[src/accr_map.vh]
`ifndef ACCR_MAP_VH
`define ACCR_MAP_VH

// ----------------------------------------------------------------------
// register offsets
// ----------------------------------------------------------------------
`define ACCR_OFS_PHASE      8'h40
`define ACCR_OFS_INPUT      8'h41

// ----------------------------------------------------------------------
// reset values
// ----------------------------------------------------------------------
`define ACCR_RST_PHASE      8'h00
`define ACCR_RST_INPUT      8'h00

// ----------------------------------------------------------------------
// input setup field positions
// ----------------------------------------------------------------------
`define ACCR_BIT_LINE       7
`define ACCR_SRC_HI         6
`define ACCR_SRC_LO         5
`define ACCR_BIT_DC         4
`define ACCR_IMP_HI         3
`define ACCR_IMP_LO         2
`define ACCR_BIT_RSVD       1
`define ACCR_BIT_AGC        0

// ----------------------------------------------------------------------
// source and impedance codes
// ----------------------------------------------------------------------
`define ACCR_SRC_DIFF       2'h0
`define ACCR_SRC_SINGLE     2'h1
`define ACCR_SRC_PDM        2'h2
`define ACCR_IMP_10K        2'h1
`define ACCR_IMP_20K        2'h2

// ----------------------------------------------------------------------
// delay line depth
// ----------------------------------------------------------------------
`define ACCR_DELAY_MAX      255

`endif

[src/accr_phase_delay.v]
`timescale 1ns/10ps
`include "accr_map.vh"

// variable delay of one sample stream, advanced on modulator enable
module accr_phase_delay #(
  parameter DEPTH = `ACCR_DELAY_MAX
) (
  clk,
  arst_n,
  mod_en,
  delay,
  sample_in,
  sample_out
);
  input  wire       clk;
  input  wire       arst_n;
  input  wire       mod_en;
  input  wire [7:0] delay;
  input  wire       sample_in;
  output reg        sample_out;

  reg [DEPTH-1:0] line;

  // ----------------------------------------------------------------------
  // shift line, tap chosen by delay
  // ----------------------------------------------------------------------
  always @(posedge clk or negedge arst_n) begin
    if (!arst_n) begin
      line       <= {DEPTH{1'b0}};
      sample_out <= 1'b0;
    end else if (mod_en) begin
      line <= {line[DEPTH-2:0], sample_in};
      if (delay == 8'h00) begin
        sample_out <= sample_in; // RQ1
      end else begin
        sample_out <= line[delay - 8'h01]; // RQ1
      end
    end
  end
endmodule // accr_phase_delay

[src/accr_channel_config.v]
// What this block does
// RQ1: channel 1 delayed by phase field, 0 to 255 modulator cycles
// RQ2: bit 7 low selects microphone, high selects line input
// RQ3: bits 6-5 choose differential, single-ended or PDM source
// RQ4: software keeps general pins disabled for analog source modes
// RQ5: software routes general pins to PDM data and clock for PDM
// RQ6: bits 3-2 set impedance, one gives 10k, two gives 20k
// RQ7: bit 1 reserved, reads zero, software writes zero
// RQ8: bit 0 enables channel 2 AGC per page0_reg_108 bit 3
// RQ9: phase delay register at 0x40, read/write, resets to zero
// RQ10: input setup register at 0x41, resets to zero
// RQ11: dc bit 4 stored read/write, resets to zero
//
// Strobed register access was chosen for this implementation.
`timescale 1ns/10ps
`include "accr_map.vh"

module accr_channel_config (
  clk,
  arst_n,
  addr,
  wdata,
  wr,
  rd,
  rdata,
  mod_en,
  first_channel_in,
  first_channel_out,
  page0_reg_108_agc,
  second_channel_line_select,
  second_channel_source_select,
  second_channel_pdm_active,
  second_channel_dc_bit,
  second_channel_impedance,
  impedance_10k,
  impedance_20k,
  second_channel_auto_gain_on
);
  input  wire       clk;
  input  wire       arst_n;
  input  wire [7:0] addr;
  input  wire [7:0] wdata;
  input  wire       wr;
  input  wire       rd;
  output reg  [7:0] rdata;
  input  wire       mod_en;
  input  wire       first_channel_in;
  output wire       first_channel_out;
  input  wire       page0_reg_108_agc;
  output reg        second_channel_line_select;
  output reg  [1:0] second_channel_source_select;
  output reg        second_channel_pdm_active;
  output reg        second_channel_dc_bit;
  output reg  [1:0] second_channel_impedance;
  output reg        impedance_10k;
  output reg        impedance_20k;
  output reg        second_channel_auto_gain_on;

  // ----------------------------------------------------------------------
  // stored registers, next values and decode nets
  // ----------------------------------------------------------------------
  reg  [7:0] first_channel_phase_delay;
  reg  [7:0] input_setup;
  reg  [7:0] next_first_channel_phase_delay;
  reg  [7:0] next_input_setup;
  reg  [7:0] next_rdata;

  // next values of the decoded controls
  reg        next_line_select;
  reg  [1:0] next_source_select;
  reg        next_pdm_active;
  reg        next_dc_bit;
  reg  [1:0] next_impedance;
  reg        next_impedance_10k;
  reg        next_impedance_20k;
  reg        next_auto_gain_on;

  // address decode shared by write and read paths
  wire       hit_phase;
  wire       hit_input;
  wire       wr_phase;
  wire       wr_input;

  // ----------------------------------------------------------------------
  // field helpers
  // ----------------------------------------------------------------------
  // two-bit field of a setup word, low bit given
  function [1:0] field2;
    input [7:0]   word;
    input integer lo;
    begin
      field2 = word[lo +: 2];
    end
  endfunction

  // true when a two-bit field holds the given code
  function code_is;
    input [1:0] field;
    input [1:0] code;
    begin
      code_is = (field == code);
    end
  endfunction

  // writable bits only, reserved bit forced low
  function [7:0] setup_mask;
    input [7:0] word;
    begin
      setup_mask = word & ~(8'h01 << `ACCR_BIT_RSVD); // RQ7
    end
  endfunction

  // ----------------------------------------------------------------------
  // address decode
  // ----------------------------------------------------------------------
  // exact match, so no alias of the two offsets is mapped
  assign hit_phase = (addr == `ACCR_OFS_PHASE); // RQ9
  assign hit_input = (addr == `ACCR_OFS_INPUT); // RQ10
  assign wr_phase  = wr & hit_phase;
  assign wr_input  = wr & hit_input;

  // ----------------------------------------------------------------------
  // register writes
  // ----------------------------------------------------------------------
  // unmapped writes leave both registers untouched
  always @* begin
    next_first_channel_phase_delay = first_channel_phase_delay;
    next_input_setup               = input_setup;
    if (wr_phase) begin
      next_first_channel_phase_delay = wdata; // RQ9
    end
    if (wr_input) begin
      next_input_setup = setup_mask(wdata); // RQ7 RQ11
    end
  end

  // stored registers, both reset to zero
  always @(posedge clk or negedge arst_n) begin
    if (!arst_n) begin
      first_channel_phase_delay <= `ACCR_RST_PHASE; // RQ9
      input_setup               <= `ACCR_RST_INPUT; // RQ10
    end else begin
      first_channel_phase_delay <= next_first_channel_phase_delay;
      input_setup               <= next_input_setup;
    end
  end

  // ----------------------------------------------------------------------
  // read data, one cycle after strobe, unmapped reads zero
  // ----------------------------------------------------------------------
  // zero whenever no read is under way
  always @* begin
    next_rdata = 8'h00;
    if (rd) begin
      if (hit_phase) begin
        next_rdata = first_channel_phase_delay; // RQ9
      end else if (hit_input) begin
        next_rdata = input_setup; // RQ7 RQ10
      end
    end
  end

  // read data register, stands for one cycle only
  always @(posedge clk or negedge arst_n) begin
    if (!arst_n) begin
      rdata <= 8'h00;
    end else begin
      rdata <= next_rdata;
    end
  end

  // ----------------------------------------------------------------------
  // decoded controls toward the analog front end
  // ----------------------------------------------------------------------
  // decode straight from the stored word
  always @* begin
    next_line_select   = input_setup[`ACCR_BIT_LINE]; // RQ2
    next_source_select = field2(input_setup, `ACCR_SRC_LO); // RQ3
    // pdm flag spares the front end a compare of its own
    next_pdm_active    = code_is(field2(input_setup, `ACCR_SRC_LO), `ACCR_SRC_PDM); // RQ3
    next_dc_bit        = input_setup[`ACCR_BIT_DC]; // RQ11
    next_impedance     = field2(input_setup, `ACCR_IMP_LO); // RQ6
    next_impedance_10k = code_is(field2(input_setup, `ACCR_IMP_LO), `ACCR_IMP_10K); // RQ6
    next_impedance_20k = code_is(field2(input_setup, `ACCR_IMP_LO), `ACCR_IMP_20K); // RQ6
    // agc level comes from this clock, so no synchroniser stage
    next_auto_gain_on  = input_setup[`ACCR_BIT_AGC] & page0_reg_108_agc; // RQ8
  end

  // outputs lag the stored word by one clock
  // reset state: differential microphone, agc off
  always @(posedge clk or negedge arst_n) begin
    if (!arst_n) begin
      second_channel_line_select   <= 1'b0; // RQ10
      second_channel_source_select <= `ACCR_SRC_DIFF; // RQ10
      second_channel_pdm_active    <= 1'b0;
      second_channel_dc_bit        <= 1'b0;
      second_channel_impedance     <= 2'h0;
      impedance_10k                <= 1'b0;
      impedance_20k                <= 1'b0;
      second_channel_auto_gain_on  <= 1'b0; // RQ10
    end else begin
      second_channel_line_select   <= next_line_select; // RQ2
      second_channel_source_select <= next_source_select; // RQ3
      second_channel_pdm_active    <= next_pdm_active; // RQ3
      second_channel_dc_bit        <= next_dc_bit; // RQ11
      second_channel_impedance     <= next_impedance; // RQ6
      impedance_10k                <= next_impedance_10k; // RQ6
      impedance_20k                <= next_impedance_20k; // RQ6
      second_channel_auto_gain_on  <= next_auto_gain_on; // RQ8
    end
  end

  // ----------------------------------------------------------------------
  // channel 1 phase calibration delay
  // ----------------------------------------------------------------------
  accr_phase_delay #(
    .DEPTH      (`ACCR_DELAY_MAX)
  ) u_delay (
    .clk        (clk),
    .arst_n     (arst_n),
    .mod_en     (mod_en),
    .delay      (first_channel_phase_delay), // RQ1
    .sample_in  (first_channel_in),
    .sample_out (first_channel_out)
  );
endmodule // accr_channel_config

[config.mk]
export PLATFORM = sky130hd
export DESIGN_NAME = accr_channel_config
export DESIGN_NICKNAME = d
export VERILOG_FILES = /design/src/accr_phase_delay.v /design/src/accr_channel_config.v
export VERILOG_INCLUDE_DIRS = /design/src
export SDC_FILE = /design/constraint.sdc
export NUM_CORES = 1
export LEC_CHECK = 0
export BUFFER_PORTS_ARGS = -buffer_cell sky130_fd_sc_hd__buf_2
export CORE_ASPECT_RATIO = 0.7
export CORE_MARGIN = 10
export CORE_UTILIZATION = 67
export CTS_CLUSTER_DIAMETER = 80
export DETAILED_ROUTE_END_ITERATION = 8
export PLACE_DENSITY = 0.95
export REMOVE_ABC_BUFFERS = 1
export SLEW_MARGIN = 5
export SYNTH_ARGS = -nofsm -noshare
export SYNTH_HDL_FRONTEND = slang
export SYNTH_SLANG_ARGS = --single-unit
[constraint.sdc]
create_clock -name clk -period 7.07 [get_ports clk]
set_input_delay 1.414 -clock clk [delete_from_list [all_inputs] [get_ports clk]]
set_output_delay 1.414 -clock clk [all_outputs]
set_load 0.05 [all_outputs]
Yosys cells after proc, flatten, opt, wreduce, memory -nomap -nowiden:

Cells that the tools add are included.

* eq/ne operators: 5
* reductions and logical operators: 1
* bitwise logic cells: 3
* magnitude comparators: 1
* mux-type cells: 6
* add/sub/neg operators: 1

Operators with widths (number)
* $mux W8: 3
* $eq A8 B7 Y1 const B: 2
* $lt A8 B9 Y1 const B: 1
* $bmux W1 S8: 1
* $logic_not A8 Y1: 1
* $sub A8 B1 Y8 const B: 1
* $eq A2 B2 Y1 const B: 2
* $and A1 B1 Y1: 3
* $eq A2 B1 Y1 const B: 1
* $mux W1: 2

* bits of input ports: 23
* word-level logic and storage cells: 30
* output and inout port bits: 19
* flip-flop bits (word level): 289

Longest topological paths before layout:

* word-level depth: 4
* mapped depth: 16
* depth with buffers taken out: 10

Modules after synthesis:

A second synthesis with hierarchy kept.

* cell total of the unflattened synthesis: 831
* area, all modules: 13106.3 um2

Modules (own cells, without submodules)
* accr_phase_delay: instances 1, area each 11906.4 um2, cells an instance 756, seq. area each 6406.1 um2
* accr_channel_config: instances 1, area each 1199.9 um2, cells an instance 75, seq. area each 825.8 um2

Least setup slack after synthesis:

OpenSTA, ideal clock, no wires.

* path kind: flip-flop to flip-flop
* from: register first_channel_phase_delay[0]
* to: register u_delay.sample_out
* cell stages (with the launch flop): 15
* data arrival time: 3.494 ns
* required time: 6.932 ns
* path slack: 3.437 ns
* period minus slack after synthesis: 3.633 ns
* library setup time: 0.138 ns
* path buffers: 7
* cells stage by stage: dfrtp_1 buf_4 buf_4 buf_2 buf_2 inv_1 ha_1 buf_2 clkbuf_1 buf_1 mux4_2 a211oi_1 a211oi_1 o41ai_1 a31oi_1

* word-level cells in the longest chain between the ends: 4
* elaborated cells on any way between the ends: 5
* those cells by class: add/sub (1); mux (3); reduce/logical (1)

Ends and longest elaborated chain
* start: declaration: line accr_channel_config.v:62 `reg [7:0] first_channel_phase_delay;`
* start signal: assignment: line accr_channel_config.v:140 `` first_channel_phase_delay <= `ACCR_RST_PHASE; ``
* start signal: assignment: line accr_channel_config.v:143 `first_channel_phase_delay <= next_first_channel_phase_delay;`
* $sub A8 B1 Y8: line accr_phase_delay.v:36 `sample_out <= line[delay - 8'h01];`
* $bmux W1 S8: line accr_phase_delay.v:36
* $mux W1 (implied by the code): line accr_phase_delay.v:36
* $mux W1 *: line accr_phase_delay.v:33 `if (delay == 8'h00) begin`
* end signal: assignment: line accr_phase_delay.v:34 `sample_out <= sample_in;`
* end signal: assignment: line accr_phase_delay.v:36
* end: declaration: line accr_phase_delay.v:20 `output reg sample_out;`

Every way passes the cells marked *; elsewhere a longest branch is shown, timed or not. The select of a mux whose other input is x is not followed.
A chain may end at the register's enable or synchronous reset.

Worst setup path in the final report:

Same ends and word-level chain as after synthesis.

==> results.toml <==
[global_route]
antenna_found_initial = 0
grt_pass1_vias = 7623
grt_pass1_wl_um = 41700
grt_util_met1_pct = 28.2
use_met3_pct = 4.42
met2_usage_pct = 31.4
grt_max_degree = 169
busiest_layer = "met2"
grtUsageTotal_pct = 20.0
gr-total-overflow = 0

[flow_run]
cap_violations = 0

[placed_design]
gp_congestion = 0.767
placed_cells = 1088
dp_hpwl_um = 15400
post_dp_cell_area_um2 = 13400
numPortBuffers = 41

[pwr]
cellPowerDensity_nw_per_um2 = 265
peakVddDrop_v = 0.000225
p_leak_nw = 6.98

[sta]
fin_crit_sh_pct = 56.0
hold_viol_final = 0
worst_slew_pin_slew_ns = 0.992
finalSetupTns_ns = 0
fmax_mhz = 252
setup_viol = 0
whs_ns = 0.408
fin_skew_ns = 0.0204
final-max-slew-violation-count = 0
rsz0062_at_grt = "false"
relSlewSlack_pct = 33.9
min_period_ns = 3.96

[yosys]
synthCells = 830
ys_ff_latch = 289
ys_types = 49
synthesis.area_um2 = 13000
synth_area_per_cell_um2 = 15.7
yosysTopAreaCell = "dfrtp_1"
yosys-top-cells-count = "dfrtp_1 (289), mux2_2 (280), mux4_2 (55), clkbuf_1 (39), nand2_1 (27)"
synth_enable_flop_cells = 0
yosys_warnings = 0
synth_area_leaders = "dfrtp_1 (55%), mux2_2 (24%), mux4_2 (9.5%)"
yosysMostFrequentCell = "dfrtp_1"
ys_seq_area_share_pct = 55.4
async_flop_share_pct = 100
synth_flop_cell = "dfrtp_1"
synth_top_area_share_pct = 55.4

[critical_path]
crit_required_ns = 7.47
r2r_cells = 9
critPathLaunchType = "flop"
worstSetupPathType = "flop to flop"
r2r_slack_ns = 3.11
cp.arrival_ns = 4.36
r2r_start = "first_channel_phase_delay[0]"
reg2reg_to = "u_delay.sample_out"
crit_fanout = 45
end_kind = "flop"

[finish]
nNetsFinal = 877
drive_gt1_share_pct = 50.1
n_fill_cell = 1061
final_util_pct = 75.8
final_cells = 1136
area_growth_pct = 10.6
diodes = 0
final_area_um2 = 14400

[hold_path]
worstHoldStart = "field2.word[4]"
holdPathStages = 0
min_path_type = "flop to flop"
min_to = "second_channel_dc_bit"

[clock_tree]
clk_pin_slew_ns = 0.07
cts_root_buffer = "clkbuf_16"
htree_num_levels = 1
numCtsBuffers = 26
post_cts_buffers = 0
cts_resized = 0
clockBufferDepth = 3
cts.sinks = 289
cts-hold-fix-buffers = 0
clk-insertion-delay-late_ns = 0.55
cts_tree = "built"

[routing]
drt_iter0_markers = 627
vias = 7268
postRouteWirelength_um = 25200
postRouteAntennaNets = 0
drcViolationCount = 0
vias_per_cell = 6.40
first_pass_iters = 5
post_drt_wl_per_cell_um = 22.2

[floorplan]
die-area_um2 = 25500
initial_core_util_pct = 68.6
core.rowCount = 42
coreArea_um2 = 19000
ios = 42
die_h_um = 137
die_x_um = 187

[run_status]
status = "finished clean"
## how the worst max path moves through the flow
stage                                 startpoint            endpoint  slack (ns)  depth (start not counted)
floorplan           first_channel_phase_delay[0]  u_delay.sample_out        1.18                          8
global route        first_channel_phase_delay[0]  u_delay.sample_out        2.92                          9
global placement    first_channel_phase_delay[0]  u_delay.sample_out        3.34                          9
finish              first_channel_phase_delay[0]  u_delay.sample_out        3.11                          9
CTS                 first_channel_phase_delay[0]  u_delay.sample_out        3.13                          9
detailed placement  first_channel_phase_delay[0]  u_delay.sample_out        3.28                          9
## final cells by class
class	count	area, um2	share of cell area (%)
Sequential cell	289	7240	50.2
Multi-Input combinational cell	484	5560	38.6
Clock buffer	32	723	5.02
Tap cell	264	330	2.29
Timing Repair Buffer	47	283	1.96
Clock inverter	16	274	1.90
Inverter	4	15.0	0.104
## placed cells by master, fill, tap and decap left out, types with 3 or more instances in the layout
cell type,netlist,layout
dfrtp_1,289,288
mux2_2,280,280
mux4_2,55,55
buf_2,6,39
nand2_1,27,27
clkbuf_16,0,26
mux2i_1,15,15
nor2_1,15,15
mux4_1,9,9
bufinv_16,0,7
nand3_1,6,6
a31oi_1,6,6
nor2b_1,5,5
a211oi_1,5,5
clkinv_2,0,5
clkbuf_8,0,5
buf_4,4,5
inv_1,4,4
nor3_1,4,4
nand3b_1,4,4
nand2b_1,4,4
a21oi_1,4,4
o211ai_1,4,4
and2_1,3,3
o221ai_1,3,3
and3_1,3,3
nand4_1,3,3
clkinvlp_4,0,3
## worst max-delay path: stages, from the launching register on
cell	delay [ns]
dfrtp_4	0.63
inv_1	0.19
ha_2	0.67
buf_4	0.64
mux4_2	0.40
mux2_2	0.28
o221ai_1	0.26
a21oi_1	0.13
o41ai_1	0.44
a31oi_1	0.13
## power by group
group	total, mW	internal, mW	switching (mW)
logic	0.394	0.178	0.216
registers	1.81	1.73	0.0769
clock network	1.62	0.985	0.630
## metrics by stage
stage | setup WS [ns] | power (mW)
3_3_place_gp | 3.34 | 2.20
6_report | 3.11 | 3.82
4_1_cts | 3.13 | 3.83
2_1_floorplan | 1.18 | 2.06
3_5_place_dp | 3.28 | 2.22
5_1_grt | 2.92 | 3.94
## flip-flops by register name, summed over array words and instances, names as in the netlist
name,cells
second_channel_impedance,2
u_delay.line,255
u_delay.sample_out,1
second_channel_line_select,1
second_channel_source_select,2
rdata,8
second_channel_dc_bit,1
impedance_20k,1
field2.word,7
first_channel_phase_delay,8
second_channel_pdm_active,1
second_channel_auto_gain_on,1
impedance_10k,1
## kinds of logic after synthesis
group                      after synthesis  share of synthesized area [%]
AOI/OAI and AO/OA                       36                           2.14
xor gates and xnor gates                 5                          0.480
adders and majority gates                2                          0.192
buffers and inverters                   57                           1.96
DFF                                    289                           55.4
muxes                                  359                           36.6
and+or+nand+nor                         82                           3.16
## per-layer routing
layer | vias up | routed length (um) | share of wire [%]
met5 | - | 0 | 0
met3 | 47 | 1510 | 6.0
met4 | 0 | 449 | 1.8
met2 | 215 | 11700 | 46
li1 | 3171 | - | -
met1 | 3835 | 11600 | 46
(Power assumes the default switching activity.)
